File: config.mk
export PLATFORM = sky130hd
export DESIGN_NAME = fic_core
export DESIGN_NICKNAME = d
export VERILOG_FILES = /design/src/pkg/fic_pkg.sv /design/src/hw/fic_core.sv
export SDC_FILE = /design/constraint.sdc
export NUM_CORES = 1
export LEC_CHECK = 0
export BUFFER_PORTS_ARGS = -buffer_cell sky130_fd_sc_hd__buf_4
export CAP_MARGIN = 10
export CORE_ASPECT_RATIO = 0.75
export CORE_UTILIZATION = 45
export CTS_BUF_LIST = sky130_fd_sc_hd__clkbuf_8
export DETAILED_ROUTE_END_ITERATION = 16
export REMOVE_ABC_BUFFERS = 1
export SLEW_MARGIN = 25
export SYNTH_ARGS = -nofsm -noshare
export SYNTH_HDL_FRONTEND = slang
export SYNTH_SLANG_ARGS = --single-unit
File: constraint.sdc
create_clock -name clk -period 4 [get_ports clk]
set_input_delay 0.6 -clock clk [delete_from_list [all_inputs] [get_ports clk]]
set_output_delay 0.6 -clock clk [all_outputs]
set_load 0.1 [all_outputs]
File: src/pkg/fic_pkg.sv
// package: constants for the flag and interrupt-mask core
package fic_pkg;
  // ==========================================================
  // opcodes
  localparam logic [7:0] OP_ADC_IMM = 8'ha9;
  localparam logic [7:0] OP_ADD_IMM = 8'hab;
  localparam logic [7:0] OP_AIS = 8'ha7;
  localparam logic [7:0] OP_AIX = 8'haf;
  localparam logic [7:0] OP_ASLA = 8'h48;
  localparam logic [7:0] OP_ASLX = 8'h58;
  localparam logic [7:0] OP_DAA = 8'h72;
  localparam logic [7:0] OP_CLI = 8'h9a;
  localparam logic [7:0] OP_SEI = 8'h9b;
  localparam logic [7:0] OP_RTI = 8'h80;
  localparam logic [7:0] OP_SWI = 8'h83;
  localparam logic [7:0] OP_WAIT = 8'h8f;
  localparam logic [7:0] OP_STOP = 8'h8e;
  localparam logic [7:0] OP_PUSH_UPPER_INDEX_OP = 8'h8b;
  localparam logic [7:0] OP_PULL_UPPER_INDEX_OP = 8'h8a;
  // ==========================================================
  // condition flag bit positions
  localparam int FB_C = 0;
  localparam int FB_Z = 1;
  localparam int FB_N = 2;
  localparam int FB_I = 3;
  localparam int FB_H = 4;
  localparam int FB_V = 7;
  localparam logic [7:0] CCR_ONES = 8'h60;
  localparam logic [7:0] CCR_RST = 8'h68;
  // ==========================================================
  // reset values, vectors, timing
  localparam logic [15:0] SP_RST = 16'h00ff;
  localparam logic [15:0] VEC_SWI = 16'hfffc;
  localparam logic [15:0] VEC_SWI_MON = 16'hfefc;
  localparam logic [15:0] VEC_IRQ_BASE = 16'hfffa;
  localparam int CYC_IMM = 2;
  localparam int CYC_INH = 1;
  localparam logic [7:0] DAA_LO = 8'h06;
  localparam logic [7:0] DAA_HI = 8'h60;
  localparam logic [7:0] DAA_BOTH = 8'h66;
  localparam logic [3:0] BCD_MAX = 4'h9;
  localparam int OSC_STAB_CYCLES = 4096;
  // register address map of the plain port
  localparam logic [3:0] RA_ACC = 4'h0;
  localparam logic [3:0] RA_IDXH = 4'h1;
  localparam logic [3:0] RA_IDXL = 4'h2;
  localparam logic [3:0] RA_SPH = 4'h3;
  localparam logic [3:0] RA_SPL = 4'h4;
  localparam logic [3:0] RA_CCR = 4'h5;
  localparam logic [3:0] RA_STAT = 4'h6;
  localparam logic [3:0] RA_VECH = 4'h7;
  localparam logic [3:0] RA_VECL = 4'h8;
  // ==========================================================
  typedef enum logic [2:0] {
    ST_RUN, ST_EXEC, ST_PUSH, ST_VEC, ST_WAIT, ST_STOP, ST_STAB
  } fic_state_t;
endpackage : fic_pkg

File: src/hw/fic_core.sv
// design: flag generation and interrupt mask core
`timescale 1ns/1ps
`default_nettype none
// Behaviour
// - half carry set on carry from bit 3 into bit 4 in adds
// - decimal adjust picks correction from half carry and carry
// - mask set blocks maskable interrupts; clear accepts them
// - mask set after registers pushed, with the vector fetch
// - interrupt entry never stacks the upper index byte
// - highest-priority pending request serviced first
// - interrupt return restores registers and mask from stack copy
// - reset sets mask; only clear-mask, wait, stop, return clear it
// - sign flag follows result bit 7
// - zero flag set on zero result
// - carry from add out of bit 7, also shift updates it
// - wait clears mask, gates clock; interrupt exit keeps mask clear
// - stop clears mask, gates clock; external interrupt keeps mask clear
// - clock restarts after stop only after stabilization delay
// - enabled break traps after current op via fffc or fefc
// - return in break handler ends break once request is gone
// - add with carry, opcode a9, two cycles, five flags
// - add without carry, opcode ab, two cycles, five flags
// - stack pointer adds sign-extended immediate, a7, flags kept
// - index adds sign-extended immediate, af, flags kept
// - shift left, 48 and 58, one cycle, bit 7 into carry
// - overflow flag set on signed overflow
// - flag bits 6 and 5 always read as one
module fic_core
  import fic_pkg::*;
#(
  parameter int OSC_STAB = OSC_STAB_CYCLES
) (
  input wire logic clk,
  input wire logic rstn,
  input wire logic op_valid,
  input wire logic [7:0] op_code,
  input wire logic [7:0] op_data,
  input wire logic [7:0] pulled_ccr,
  input wire logic [7:0] pulled_acc,
  input wire logic [7:0] pulled_idxl,
  input wire logic [3:0] irq_req,
  input wire logic ext_irq,
  input wire logic brk_en,
  input wire logic brk_req,
  input wire logic mon_mode,
  input wire logic [3:0] reg_addr,
  input wire logic [7:0] reg_wdata,
  input wire logic reg_wr,
  input wire logic reg_rd,
  output logic [7:0] reg_rdata,
  output logic op_ready,
  output logic push_valid,
  output logic [7:0] push_ccr,
  output logic [7:0] push_acc,
  output logic [7:0] push_idxl,
  output logic [15:0] vec_addr,
  output logic vec_valid,
  output logic [1:0] irq_ack_idx,
  output logic clk_gate_n,
  output logic brk_active
);
  // ==========================================================
  // state
  fic_state_t st_q;
  logic [7:0] acc_q, ccr_q;
  logic [15:0] idx_q, sp_q;
  logic [7:0] cnt_q;
  logic [12:0] stab_q;
  logic [7:0] cur_op_q, cur_dat_q;
  logic trap_brk_q;
  logic [1:0] pend_idx;
  logic irq_any, take_irq, take_brk;
  // next state, declared ahead of every process that reads it; the
  // registered outputs look one step ahead so they line up with st_q
  fic_state_t st_q_nx;

  // ==========================================================
  // arithmetic, combinational
  logic cin;
  logic [4:0] lo_sum;
  logic [8:0] sum;
  logic [7:0] res, daa_f, shl;
  logic [15:0] sext;
  logic [7:0] flg_d;

  // priority pick: lowest index wins
  // the pick is made again on every cycle, so a request that drops
  // before the push still causes an entry, vectored as index 0; sources must hold their
  // request until they see their index acknowledged
  always_comb begin
    pend_idx = 2'h0;
    for (int i = 3; i >= 0; i--) begin
      if (irq_req[i]) begin
        pend_idx = 2'(i);
      end
    end
  end
  assign irq_any = |irq_req;
  // mask gates maskable requests only
  assign take_irq = irq_any && !ccr_q[FB_I];
  // break is not masked; it waits for the instruction boundary
  assign take_brk = brk_en && brk_req && !brk_active;

  // datapath for the current op
  // operands come from the latched op, not the live port, so the
  // flags stay valid while the bench moves op_code on to the next op;
  // the shift result is shared by the accumulator and index-low forms
  always_comb begin
    cin = (cur_op_q == OP_ADC_IMM) ? ccr_q[FB_C] : 1'b0;
    lo_sum = {1'b0, acc_q[3:0]} + {1'b0, cur_dat_q[3:0]} + {4'h0, cin};
    sum = {1'b0, acc_q} + {1'b0, cur_dat_q} + {8'h00, cin};
    res = sum[7:0];
    sext = {{8{cur_dat_q[7]}}, cur_dat_q};
    shl = (cur_op_q == OP_ASLX) ? {idx_q[6:0], 1'b0} : {acc_q[6:0], 1'b0};
    // correction chosen from h and c plus nibble values
    daa_f = 8'h00;
    if (ccr_q[FB_H] || acc_q[3:0] > BCD_MAX) begin
      daa_f = DAA_LO;
    end
    if (ccr_q[FB_C] || acc_q > 8'h99 ||
        (acc_q[7:4] == BCD_MAX && acc_q[3:0] > BCD_MAX)) begin
      daa_f = daa_f | DAA_HI;
    end
    flg_d = ccr_q; // untouched flags keep their value
    case (cur_op_q)
      OP_ADC_IMM, OP_ADD_IMM: begin
        flg_d[FB_H] = lo_sum[4];
        flg_d[FB_N] = res[7];
        flg_d[FB_Z] = (res == 8'h00);
        flg_d[FB_C] = sum[8];
        flg_d[FB_V] = (acc_q[7] == cur_dat_q[7]) &&
                      (res[7] != acc_q[7]);
      end
      OP_ASLA, OP_ASLX: begin
        flg_d[FB_C] = (cur_op_q == OP_ASLX) ? idx_q[7] : acc_q[7];
        flg_d[FB_N] = shl[7];
        flg_d[FB_Z] = (shl == 8'h00);
        flg_d[FB_V] = shl[7] ^ flg_d[FB_C];
      end
      OP_DAA: begin
        flg_d[FB_N] = acc_q[7] ^ (acc_q[7] ^ daa_f[7]); // refined below
        flg_d[FB_C] = (daa_f == DAA_HI) || (daa_f == DAA_BOTH);
        flg_d[FB_Z] = ((acc_q + daa_f) == 8'h00);
        flg_d[FB_N] = 8'(acc_q + daa_f) >> 7 == 8'h01;
      end
      default: begin
        flg_d = ccr_q;
      end
    endcase
    flg_d = flg_d | CCR_ONES;
  end

  // ==========================================================
  // sequencer
  // one op in flight at a time; trap and interrupt entry share the
  // push and vector states so the frame layout is the same for both
  // limitation: an op offered in the cycle an entry is taken is not
  // latched, so the offering side must wait for op_ready again
  always_ff @(posedge clk or negedge rstn) begin
    if (!rstn) begin
      st_q <= ST_RUN;
      cnt_q <= 8'h00;
      stab_q <= 13'h0000;
      cur_op_q <= 8'h00;
      cur_dat_q <= 8'h00;
      trap_brk_q <= 1'b0;
    end else begin
      case (st_q)
        ST_RUN: begin
          // interrupts and break are taken only between ops
          if (take_brk) begin
            trap_brk_q <= 1'b1;
            st_q <= ST_PUSH;
          end else if (take_irq) begin
            trap_brk_q <= 1'b0;
            st_q <= ST_PUSH;
          end else if (op_valid) begin
            cur_op_q <= op_code;
            cur_dat_q <= op_data;
            // the two shifts take one cycle, every other op two
            if (op_code == OP_ASLA || op_code == OP_ASLX) begin
              cnt_q <= 8'(CYC_INH - 1);
            end else begin
              cnt_q <= 8'(CYC_IMM - 1);
            end
            st_q <= ST_EXEC;
          end
        end
        ST_EXEC: begin
          if (cnt_q != 8'h00) begin
            cnt_q <= cnt_q - 8'h01;
          end else if (cur_op_q == OP_SWI) begin
            trap_brk_q <= 1'b0;
            st_q <= ST_PUSH;
          end else if (cur_op_q == OP_WAIT) begin
            st_q <= ST_WAIT;
          end else if (cur_op_q == OP_STOP) begin
            st_q <= ST_STOP;
          end else begin
            st_q <= ST_RUN;
          end
        end
        ST_PUSH: st_q <= ST_VEC; // registers out first
        ST_VEC: st_q <= ST_RUN;
        ST_WAIT: begin
          if (irq_any) begin
            // a wake is always a plain interrupt, never a stale trap
            trap_brk_q <= 1'b0;
            st_q <= ST_PUSH;
          end
        end
        ST_STOP: begin
          if (ext_irq) begin
            trap_brk_q <= 1'b0;
            stab_q <= 13'(OSC_STAB);
            st_q <= ST_STAB;
          end
        end
        ST_STAB: begin
          // clock held off until the oscillator settles
          if (stab_q == 13'h0000) begin
            st_q <= ST_PUSH;
          end else begin
            stab_q <= stab_q - 13'h0001;
          end
        end
        default: st_q <= ST_RUN;
      endcase
    end
  end

  // ==========================================================
  // registers and flags
  // software writes win only while idle, so an op result can never
  // be overwritten half way; the mask set in the vector state and the
  // op results are exclusive because they belong to different states
  wire done = (st_q == ST_EXEC) && (cnt_q == 8'h00);
  always_ff @(posedge clk or negedge rstn) begin
    if (!rstn) begin
      acc_q <= 8'h00;
      idx_q <= 16'h0000;
      sp_q <= SP_RST;
      ccr_q <= CCR_RST; // mask set by every reset
    end else if (reg_wr && st_q == ST_RUN) begin
      case (reg_addr)
        RA_ACC: acc_q <= reg_wdata;
        RA_IDXH: idx_q[15:8] <= reg_wdata;
        RA_IDXL: idx_q[7:0] <= reg_wdata;
        RA_SPH: sp_q[15:8] <= reg_wdata;
        RA_SPL: sp_q[7:0] <= reg_wdata;
        default: ;
      endcase
    end else if (st_q == ST_VEC) begin
      ccr_q[FB_I] <= 1'b1; // after push, with vector fetch
    end else if (done) begin
      ccr_q <= flg_d;
      case (cur_op_q)
        OP_ADC_IMM, OP_ADD_IMM: acc_q <= res;
        OP_ASLA: acc_q <= shl;
        OP_ASLX: idx_q[7:0] <= shl;
        OP_DAA: acc_q <= 8'(acc_q + daa_f);
        OP_AIS: sp_q <= sp_q + sext;
        OP_AIX: idx_q <= idx_q + sext;
        OP_CLI: ccr_q[FB_I] <= 1'b0;
        OP_SEI: ccr_q[FB_I] <= 1'b1;
        OP_WAIT: ccr_q[FB_I] <= 1'b0;
        OP_STOP: ccr_q[FB_I] <= 1'b0;
        OP_PULL_UPPER_INDEX_OP: idx_q[15:8] <= cur_dat_q; // handler restores h itself
        OP_RTI: begin
          // mask comes back from the stacked copy
          ccr_q <= pulled_ccr | CCR_ONES;
          acc_q <= pulled_acc;
          idx_q[7:0] <= pulled_idxl;
        end
        default: ;
      endcase
    end
  end

  // ==========================================================
  // outward signals, all registered
  always_ff @(posedge clk or negedge rstn) begin
    if (!rstn) begin
      push_valid <= 1'b0;
      push_ccr <= CCR_RST;
      push_acc <= 8'h00;
      push_idxl <= 8'h00;
      vec_valid <= 1'b0;
      vec_addr <= 16'h0000;
      irq_ack_idx <= 2'h0;
      op_ready <= 1'b0;
      clk_gate_n <= 1'b1;
      brk_active <= 1'b0;
    end else begin
      // h is deliberately left off the stack frame
      push_valid <= (st_q != ST_PUSH) && (st_q_nx == ST_PUSH);
      push_ccr <= ccr_q;
      push_acc <= acc_q;
      push_idxl <= idx_q[7:0];
      vec_valid <= (st_q == ST_PUSH);
      if (st_q == ST_PUSH) begin
        if (trap_brk_q || cur_op_q == OP_SWI && !irq_any) begin
          vec_addr <= mon_mode ? VEC_SWI_MON : VEC_SWI;
        end else begin
          vec_addr <= VEC_IRQ_BASE - {13'h0000, pend_idx, 1'b0};
          irq_ack_idx <= pend_idx;
        end
      end
      op_ready <= (st_q_nx == ST_RUN);
      // clock gated in wait, stop and stabilization
      clk_gate_n <= !(st_q_nx == ST_WAIT || st_q_nx == ST_STOP ||
                      st_q_nx == ST_STAB);
      if (take_brk && st_q == ST_RUN) begin
        brk_active <= 1'b1;
      end else if (done && cur_op_q == OP_RTI && !brk_req) begin
        brk_active <= 1'b0;
      end
    end
  end

  // next-state shadow for registered outputs
  // must track the sequencer case exactly; a mismatch here shows as
  // a one-cycle early or late strobe on push_valid or op_ready
  always_comb begin
    st_q_nx = st_q;
    if (st_q == ST_RUN && (take_brk || take_irq)) begin
      st_q_nx = ST_PUSH;
    end else if (st_q == ST_RUN && op_valid) begin
      st_q_nx = ST_EXEC;
    end else if (done) begin
      if (cur_op_q == OP_SWI) st_q_nx = ST_PUSH;
      else if (cur_op_q == OP_WAIT) st_q_nx = ST_WAIT;
      else if (cur_op_q == OP_STOP) st_q_nx = ST_STOP;
      else st_q_nx = ST_RUN;
    end else if (st_q == ST_PUSH) begin
      st_q_nx = ST_VEC;
    end else if (st_q == ST_VEC) begin
      st_q_nx = ST_RUN;
    end else if (st_q == ST_WAIT && irq_any) begin
      st_q_nx = ST_PUSH;
    end else if (st_q == ST_STOP && ext_irq) begin
      st_q_nx = ST_STAB;
    end else if (st_q == ST_STAB && stab_q == 13'h0000) begin
      st_q_nx = ST_PUSH;
    end
  end

  // ==========================================================
  // register read port, data one cycle after strobe
  // read data hold until the next read strobe; unmapped addresses
  // return zero so software can probe the map safely
  always_ff @(posedge clk or negedge rstn) begin
    if (!rstn) begin
      reg_rdata <= 8'h00;
    end else if (reg_rd) begin
      case (reg_addr)
        RA_ACC: reg_rdata <= acc_q;
        RA_IDXH: reg_rdata <= idx_q[15:8];
        RA_IDXL: reg_rdata <= idx_q[7:0];
        RA_SPH: reg_rdata <= sp_q[15:8];
        RA_SPL: reg_rdata <= sp_q[7:0];
        RA_CCR: reg_rdata <= ccr_q | CCR_ONES;
        RA_STAT: reg_rdata <= {4'h0, brk_active, 3'(st_q)};
        RA_VECH: reg_rdata <= vec_addr[15:8];
        RA_VECL: reg_rdata <= vec_addr[7:0];
        default: reg_rdata <= 8'h00;
      endcase
    end
  end
endmodule : fic_core
`default_nettype wire

# After elaboration in Yosys (flattened, before gate mapping)
# Cells that the tools add are included.
[classes]
n_addsub = 10
n_reduce_logical = 74
n_lt_le_gt_ge = 2
eq_ne = 58
mux = 75
n_bitwise = 6
[op_table]
columns = ["operator", "n"]
rows = [
  ["two-way mux 16 bit", 8],
  ["two-way mux 8 bit", 13],
  ["equality test 8 bit (second input constant)", 11],
  ["one-hot mux 8 bit (9 select lines)", 1],
  ["two-way mux 3 bit", 20],
  ["equality test 8 x 7 -> 1 bit (second input constant)", 7],
  ["AND reduction 4 bit", 9],
  ["adder 16 bit", 2],
  ["logical NOT 8 bit", 4],
  ["one-hot mux 8 bit (2 select lines)", 2],
  ["one-hot mux 8 bit (4 select lines)", 1],
  ["two-way mux 13 bit", 2],
  ["one-hot mux 13 bit (2 select lines)", 1],
  ["one-hot mux 8 bit (3 select lines)", 1],
  ["equality test 3 bit (second input constant)", 6],
  ["inequality test 2 bit (second input constant)", 9],
  ["one-hot mux 3 bit (6 select lines)", 1],
  ["logical AND 1 bit", 17],
  ["equality test 4 x 3 -> 1 bit (second input constant)", 4],
  ["nonzero test 4 bit", 4],
  ["inequality test 2 x 1 -> 1 bit (second input constant)", 7],
  ["nonzero test 2 bit", 7],
  ["logical NOT 13 bit", 1],
  ["two-way mux 1 bit", 13],
  ["44 further kinds", 74],
]
[totals]
input_bits = 65
regBits = 144
elab_cells = 252

# Longest topological paths before layout
# Gate-level depths: netlist of run 1.
[depth]
depth_word = 14
mapped_depth = 14
ltp_nobuf = 13

# Worst setup path after synthesis of run 1
# No wires, ideal clock.
[synth_timing]
kind = "register to register"
start = "register cur_op_q[4]"
end = "register ccr_q[1]"
path_buffers = 1
stages_incl_launch_ff = 14
synth_period_minus_slack_ns = 3.515
setup_time_ns = 0.077
arrival_ns = 3.438
setup_slack_ns = 0.485
path_cell_list = "dfrtp_1 buf_2 nor3b_1 nand4_1 or3_1 fa_1 fa_1 nand2b_1 a21boi_0 or2_2 xor2_1 or4_1 or3_1 a21oi_1"
[synth_via]
elab_chain_len = 6
word_cells_on_any_way = 17
[synth_rtl]
columns = ["element", "line", "source"]
rows = [
  ["from (decl)", "fic_core.sv:69", "logic [7:0] cur_op_q, cur_dat_q;"],
  ["from (signal assigned)", "fic_core.sv:178", "cur_op_q <= op_code;"],
  ["equality test 8 bit", "fic_core.sv:109, fic_core.sv:125", ""],
  ["two-way mux 1 bit", "fic_core.sv:109", "cin = (cur_op_q == OP_ADC_IMM) ? ccr_q[FB_C] : 1'b0;"],
  ["adder 9 x 1 -> 9 bit", "fic_core.sv:111", "sum = {1'b0, acc_q} + {1'b0, cur_dat_q} + {8'h00, cin};"],
  ["logical NOT 8 bit", "fic_core.sv:129", "flg_d[FB_Z] = (res == 8'h00);"],
  ["one-hot mux 3 bit (3 select lines)", "fic_core.sv:125", "case (cur_op_q)"],
  ["two-way mux 3 bit", "fic_core.sv:257", "case (cur_op_q)"],
  ["to (signal assigned)", "fic_core.sv:256", "ccr_q <= flg_d;"],
  ["to (signal assigned)", "fic_core.sv:271", "ccr_q <= pulled_ccr | CCR_ONES;"],
  ["to (decl)", "fic_core.sv:65", "logic [7:0] acc_q, ccr_q;"],
]
# Several ways; a longest one is shown, not always the timed one.
# A chain may end at the register's enable or synchronous reset.

# Final worst setup path of run 1
[layout_timing]
start = "register cur_op_q[6]"
end = "register ccr_q[1]"
# The elaborated chain is that of the path after synthesis.

==> results of run 1 <==
[power by group]
group          leakage, nW  internal, mW  switching [mW]
combinational         2.76          2.22            3.63
clock                0.184         0.495           0.596
sequential            1.56          1.78           0.694
[cell usage in the layout (no fill, tap or decap), types with 12 or more instances in the layout]
cell and n:
sky130_fd_sc_hd__xor2_1 21, sky130_fd_sc_hd__ha_1 44, sky130_fd_sc_hd__nor3_1 25, sky130_fd_sc_hd__a21oi_1 50, sky130_fd_sc_hd__nand2_1 89, sky130_fd_sc_hd__mux2_2 29, sky130_fd_sc_hd__mux2i_1 20, sky130_fd_sc_hd__nor2_1 90
sky130_fd_sc_hd__inv_1 32, sky130_fd_sc_hd__buf_4 134, sky130_fd_sc_hd__a31oi_1 22, sky130_fd_sc_hd__clkbuf_8 17, sky130_fd_sc_hd__o21ai_0 78, sky130_fd_sc_hd__a21o_1 14, sky130_fd_sc_hd__xnor2_1 22, sky130_fd_sc_hd__nand4_1 14
sky130_fd_sc_hd__nor2b_1 12, sky130_fd_sc_hd__nand3_1 22, sky130_fd_sc_hd__o22ai_1 13, sky130_fd_sc_hd__dfrtp_1 118, sky130_fd_sc_hd__nand2b_1 13
[cell type report]
| class | count | area [µm²] | share of cell area |
|---|---|---|---|
| clock inverter | 15 | 136 | 0.0132 |
| timing repair buffer | 135 | 1020 | 0.0985 |
| tap | 253 | 317 | 0.0307 |
| sequential | 129 | 3240 | 0.314 |
| clock buffer | 17 | 234 | 0.0227 |
| antenna | 1 | 2.50 | 0.000242 |
| inverter | 31 | 116 | 0.0113 |
| multi-input combinational | 776 | 5260 | 0.509 |
[path summary, 6_finish.rpt]
| path | start | endpoint | cells after the start |
|---|---|---|---|
| max in group asynchronous | rstn | clk_gate_n$_DFF_PN1_ | 2 |
| setup reg to reg | cur_op_q[6]$_DFFE_PN0P_ | ccr_q[1]$_DFFE_PN0P_ | 12 |
| setup / recovery | cur_op_q[6]$_DFFE_PN0P_ | ccr_q[1]$_DFFE_PN0P_ | 12 |
| hold / removal | rstn | stab_q[3]$_DFFE_PN0P_ | 1 |
| hold reg to reg | ccr_q[3]$_DFFE_PN1P_ | push_ccr[3]$_DFF_PN1_ | 0 |
| min in group clk | op_data[1] | cur_dat_q[1]$_DFFE_PN0P_ | 3 |
[metal layers]
layer	vias to the layer above	share of wire
met1	3962	0.49
met3	42	0.086
li1	3870	-
met4	0	0.018
met2	369	0.40
met5	-	0
[sequential cells by signal (all words and copies together) (netlist names), 6 cells and up]
signal / count
push_acc: 8
cur_op_q: 8
reg_rdata: 8
cur_dat_q: 8
ccr_q: 6
stab_q: 13
sp_q: 16
cnt_q: 8
push_idxl: 8
acc_q: 8
idx_q: 16
push_ccr: 6
[synth_stat cells (14+ instances only)]
library cell               instances
sky130_fd_sc_hd__nor2_1           91
sky130_fd_sc_hd__mux2_2           29
sky130_fd_sc_hd__inv_1            31
sky130_fd_sc_hd__a31oi_1          22
sky130_fd_sc_hd__a21o_1           14
sky130_fd_sc_hd__o21ai_0          78
sky130_fd_sc_hd__xor2_1           21
sky130_fd_sc_hd__buf_4            14
sky130_fd_sc_hd__ha_1             44
sky130_fd_sc_hd__buf_2            17
sky130_fd_sc_hd__xnor2_1          22
sky130_fd_sc_hd__nand3_1          22
sky130_fd_sc_hd__a21oi_1          51
sky130_fd_sc_hd__nor3_1           25
sky130_fd_sc_hd__clkbuf_1         21
sky130_fd_sc_hd__nand4_1          14
sky130_fd_sc_hd__nand2_1          89
sky130_fd_sc_hd__mux2i_1          20
sky130_fd_sc_hd__dfrtp_1         118
[logic make-up after synthesis]
family	count (synthesis)	synth area share
compound gates	287	0.213
xor+xnor	43	0.0424
fa+ha+maj	49	0.0732
buf+inv	87	0.0452
flops	129	0.365
mux	50	0.0618
other cells	2	0.000845
simple gates	344	0.199
[critical path, stage by stage (launching register included)]
cell,delay (ns)
sky130_fd_sc_hd__dfrtp_1,0.46
sky130_fd_sc_hd__nor3b_1,0.27
sky130_fd_sc_hd__nand4_1,0.14
sky130_fd_sc_hd__or3_1,0.38
sky130_fd_sc_hd__fa_1,0.43
sky130_fd_sc_hd__fa_1,0.41
sky130_fd_sc_hd__nand2b_1,0.16
sky130_fd_sc_hd__a21boi_0,0.22
sky130_fd_sc_hd__or2_2,0.18
sky130_fd_sc_hd__xor2_1,0.08
sky130_fd_sc_hd__or4_1,0.50
sky130_fd_sc_hd__or3_1,0.32
sky130_fd_sc_hd__a21oi_1,0.14
==> impl_metrics.env, run 1 <==
export IMPL_cap_viol_max_count=0
export IMPL_row_count=44
export IMPL_clockBufferDepth=2
export IMPL_core_area_um2=19400
export IMPL_ff2ff_setup_slack_ns=0.23
export IMPL_run_status="completed"
export IMPL_clock_latency_ns=0.47
export IMPL_starting_density=0.459
export IMPL_holdBufCountCts=0
export IMPL_finalMaxSlewViolations=0
export IMPL_number_of_routed_nets_with_antenna_violations=0
export IMPL_dpl_worst_slack_ns=0.303
export IMPL_worst_slew_pin_transition_ns=0.930
export IMPL_grt_busiest_layer="met1"
export IMPL_grt_use_met2=0.400
export IMPL_total_power_mw=9.41
export IMPL_ys_dominant_reg_cell="sky130_fd_sc_hd__dfrtp_1"
export IMPL_tritoncts_clock_tree="built"
export IMPL_final_net_count=1204
export IMPL_synth_cell_type_count=84
export IMPL_gr_usage_met3=0.0679
export IMPL_cts_clk_slew_worst_paths_ns=0.09
export IMPL_path_max_fanout=6
export IMPL_htree_levels=4
export IMPL_arrival_ns=4.16
export IMPL_num_vias=8243
export IMPL_place_area_um2=9950
export IMPL_layout_cells_sized_above_1=0.208
export IMPL_gp_congestion=0.943
export IMPL_critical_path_required_ns=4.39
export IMPL_n_fill_cell=1870
export IMPL_grt_use_total=0.294
export IMPL_dr_pass1_iters=7
export IMPL_timing_critical_path_from_type="register"
export IMPL_drt_vias_per_instance=6.07
export IMPL_worst_hold_slack_ns=0.183
export IMPL_final_design_area_no_fill_um2=10300
export IMPL_syn_instance_count=991
export IMPL_ys_seq_area_frac=0.365
export IMPL_gr_usage_met1=0.452
export IMPL_portbufs=114
export IMPL_antenna_found_initial=0
export IMPL_unrepaired_setup_endpoints_after_global_routing="false"
export IMPL_timing_worst_setup_path_type="reg -> reg"
export IMPL_power_density_nw_per_um2=912
export IMPL_skew_ns=0.0155
export IMPL_worst_slack_ns=0.228
export IMPL_wl_um=28900
export IMPL_gr_total_overflow=0
export IMPL_detailedRoute_firstIterationViolations=811
export IMPL_synth_largest_area_cell="sky130_fd_sc_hd__dfrtp_1"
export IMPL_hpwl_um=21700
export IMPL_postLayoutCoreUtil=0.533
export IMPL_synth_top_cell_area_share=0.332
export IMPL_die_area_um2=20300
export IMPL_cp_end_kind="register"
export IMPL_setup_violations_final=0
export IMPL_syn_to_final_growth_pct=16.1
export IMPL_synth_avg_cell_area_um2=8.97
export IMPL_cts_setup_buffers=0
export IMPL_cts_inserted_buffers=17
export IMPL_clock_sinks=129
export IMPL_finish_cell_count_without_fillers=1357
export IMPL_post_drt_wl_per_cell_um=21.3
export IMPL_worst_ir_drop_vdd_mv=0.573
export IMPL_holdCritPathClass="in -> async"
export IMPL_timing_setup_tns_ns=0
export IMPL_synth_enable_flop_cells=0
export IMPL_drc_errors=0
export IMPL_cts_root_buffer="sky130_fd_sc_hd__clkbuf_8"
export IMPL_synth_top_cells_by_area="sky130_fd_sc_hd__dfrtp_1 (33%), sky130_fd_sc_hd__ha_1 (6.2%), sky130_fd_sc_hd__o21ai_0 (4.4%), sky130_fd_sc_hd__nor2_1 (3.8%), sky130_fd_sc_hd__nand2_1 (3.8%)"
export IMPL_yosysWarnings=0
export IMPL_wire_length_of_the_first_global_routing_pass_um=43900
export IMPL_layout_worst_path_cycle_share=0.943
export IMPL_grt_max_degree=85
export IMPL_cellLeakagePower_nw=4.50
export IMPL_finalCriticalPeriod_ns=3.77
export IMPL_netlist_area_um2=8890
export IMPL_relative_slew_slack=0.375
export IMPL_hold_viol_final=0
export IMPL_fmax_mhz=265
export IMPL_synth_async_reset_ratio=1.00
export IMPL_die_height_um=124
export IMPL_floorplan_die_width_um=164
export IMPL_pin_count=120
export IMPL_grt_pass1_vias=7440
export IMPL_post_place_cells=1324
export IMPL_number_of_synthesized_register_bits=129
export IMPL_post_cts_sizing=0
(Power assumes the default switching activity.)
==> run 2: changes to the inputs <==
--- a/config.mk
+++ b/config.mk
@@ -8,9 +8,10 @@
 export BUFFER_PORTS_ARGS = -buffer_cell sky130_fd_sc_hd__buf_4
 export CAP_MARGIN = 10
 export CORE_ASPECT_RATIO = 0.75
-export CORE_UTILIZATION = 45
+export CORE_UTILIZATION = 52
 export CTS_BUF_LIST = sky130_fd_sc_hd__clkbuf_8
 export DETAILED_ROUTE_END_ITERATION = 16
+export PLACE_DENSITY = 0.73
 export REMOVE_ABC_BUFFERS = 1
 export SLEW_MARGIN = 25
 export SYNTH_ARGS = -nofsm -noshare
==> impl_metrics.env, run 2 (same netlist as run 1, synthesis figures left out) <==
export IMPL_n_fill_cell=1481
export IMPL_run_status="completed"
export IMPL_reg2reg_to="ccr_q[1]$_DFFE_PN0P_"
export IMPL_unrepaired_setup_endpoints_after_global_routing="false"
export IMPL_clock_sinks=129
export IMPL_mostFrequentLayoutCells="sky130_fd_sc_hd__buf_4 (138), sky130_fd_sc_hd__dfrtp_1 (118), sky130_fd_sc_hd__nor2_1 (90)"
export IMPL_cellLeakagePower_nw=4.53
export IMPL_worst_ir_drop_vdd_mv=0.668
export IMPL_num_vias=8401
export IMPL_cts_setup_buffers=0
export IMPL_clock_latency_ns=0.46
export IMPL_tritoncts_clock_tree="built"
export IMPL_floorplan_die_width_um=153
export IMPL_starting_density=0.530
export IMPL_reg_top3="idx_q x16, sp_q x16, stab_q x13"
export IMPL_power_frac_comb=0.620
export IMPL_layout_worst_path_cycle_share=0.935
export IMPL_setup_violations_final=0
export IMPL_finalCriticalPeriod_ns=3.74
export IMPL_arrival_ns=4.12
export IMPL_dpl_worst_slack_ns=0.318
export IMPL_htree_levels=4
export IMPL_gr_total_overflow=0
export IMPL_antenna_found_initial=1
export IMPL_fmax_mhz=267
export IMPL_final_net_count=1208
export IMPL_r2r_worst_path_cells=12
export IMPL_row_count=41
export IMPL_total_power_mw=9.44
export IMPL_gp_congestion=0.985
export IMPL_reg_to_reg_startpoint="cur_op_q[3]$_DFFE_PN0P_"
export IMPL_grt_use_total=0.329
export IMPL_die_area_um2=17600
export IMPL_hpwl_um=21400
export IMPL_wire_length_of_the_first_global_routing_pass_um=43900
export IMPL_p_seq_frac=0.263
export IMPL_cellInternalPower_mw=4.51
export IMPL_post_cts_sizing=0
export IMPL_die_height_um=115
export IMPL_skew_ns=0.0129
export IMPL_drc_errors=0
export IMPL_cp_end_kind="register"
export IMPL_detailedRoute_firstIterationViolations=850
export IMPL_cts_root_buffer="sky130_fd_sc_hd__clkbuf_8"
export IMPL_switching_power_as_a_share_of_total_power=0.522
export IMPL_hold_viol_final=0
export IMPL_grt_max_degree=74
export IMPL_power_density_nw_per_um2=915
export IMPL_holdCritPathClass="in -> async"
export IMPL_cap_viol_max_count=0
export IMPL_ff2ff_setup_slack_ns=0.26
export IMPL_cts_inserted_buffers=17
export IMPL_timing_critical_path_from_type="register"
export IMPL_grt_pass1_vias=7712
export IMPL_core_area_um2=16800
export IMPL_final_common_cell="sky130_fd_sc_hd__buf_4"
export IMPL_worst_slack_ns=0.259
export IMPL_finalMaxSlewViolations=0
export IMPL_number_of_routed_nets_with_antenna_violations=0
export IMPL_pin_count=120
export IMPL_holdBufCountCts=0
export IMPL_clockBufferDepth=2
export IMPL_layout_cells_sized_above_1=0.211
export IMPL_relative_slew_slack=0.315
export IMPL_drt_vias_per_instance=6.35
export IMPL_cts_clk_slew_worst_paths_ns=0.09
export IMPL_path_max_fanout=7
export IMPL_share_clk_of_total_power=0.117
export IMPL_critical_path_required_ns=4.38
export IMPL_timing_worst_setup_path_type="reg -> reg"
export IMPL_dr_pass1_iters=5
export IMPL_switchingPower_mw=4.93
export IMPL_syn_to_final_growth_pct=16.1
export IMPL_wl_um=28200
export IMPL_worst_slew_pin_transition_ns=1.03
export IMPL_portbufs=114
export IMPL_post_drt_wl_per_cell_um=21.3
[run 2: cell count changes in the layout (fill, tap and decap cells not counted), moves of 2 or more]
cell                       before  now
sky130_fd_sc_hd__inv_8          0    2
sky130_fd_sc_hd__inv_6          3    6
sky130_fd_sc_hd__clkinv_4       5    2
sky130_fd_sc_hd__buf_4        134  138
[run 2: power groups by stage]
stage | clock network (mW) | registers, mW | logic [mW]
after detailed placement | 0 | 2.46 | 5.72
after floorplan | 0 | 3.17 | 3.45
after CTS | 1.12 | 2.44 | 5.76
after global routing | 1.18 | 2.52 | 6.35
after global placement | 0 | 2.45 | 5.64
final | 1.11 | 2.48 | 5.85
[run 2: metrics by stage]
stage | instance area [µm²] | hold WS (ns) | setup TNS (ns) | instances | utilization
global route | 10300 | 0.182 | 0 | 1322 | 0.615
floorplan | 8610 | 0.304 | -70.13 | 936 | -
detailed placement | 9930 | 0.421 | 0 | 1290 | 0.592
global placement | 9930 | 0.423 | 0 | 1290 | 0.592
CTS | 10300 | 0.299 | 0 | 1322 | 0.614
finish | 10300 | 0.116 | 0 | 1324 | 0.615
[run 2: per-layer routing]
layer  GRT usage  wire (µm)  up-vias
met3      0.0871       3190       56
met1       0.482      12900     3975
met2       0.470      11500      488
li1            -          -     3882
met5           0          0        -
met4       0.108        619        0
[run 2: how the worst max path moves through the flow]
stage	depth (start not counted)	start	slack [ns]	end
after floorplan	4	vec_addr[14]$_DFFE_PN0P_	-4.74	reg_rdata[3]$_DFFE_PN0P_
after global placement	12	cur_op_q[6]$_DFFE_PN0P_	0.35	ccr_q[1]$_DFFE_PN0P_
after detailed placement	12	cur_op_q[6]$_DFFE_PN0P_	0.32	ccr_q[1]$_DFFE_PN0P_
after CTS	12	cur_op_q[6]$_DFFE_PN0P_	0.27	ccr_q[1]$_DFFE_PN0P_
after global routing	12	cur_op_q[3]$_DFFE_PN0P_	0.05	ccr_q[1]$_DFFE_PN0P_
final	12	cur_op_q[3]$_DFFE_PN0P_	0.26	ccr_q[1]$_DFFE_PN0P_
[run 2: critical path, stage by stage, from the launching register on]
cell                       delay [ns]
sky130_fd_sc_hd__dfrtp_1         0.45
sky130_fd_sc_hd__nor2b_2         0.24
sky130_fd_sc_hd__nand4_1         0.13
sky130_fd_sc_hd__or3_1           0.38
sky130_fd_sc_hd__fa_1            0.43
sky130_fd_sc_hd__fa_1            0.41
sky130_fd_sc_hd__nand2b_1        0.16
sky130_fd_sc_hd__a21boi_0        0.24
sky130_fd_sc_hd__or2_2           0.19
sky130_fd_sc_hd__xor2_1          0.08
sky130_fd_sc_hd__or4_1           0.50
sky130_fd_sc_hd__or3_1           0.32
sky130_fd_sc_hd__a21oi_1         0.13
[run 2: area by class of cell]
cell class,count,area [µm²],area share
clock buffers,17,234,0.0227
diodes,2,5.00,0.000485
flip-flops and latches,129,3240,0.314
multi-input cells,776,5260,0.510
well taps,215,269,0.0261
inverters,31,116,0.0113
clock inverters,15,146,0.0142
repair buffers,139,1050,0.101
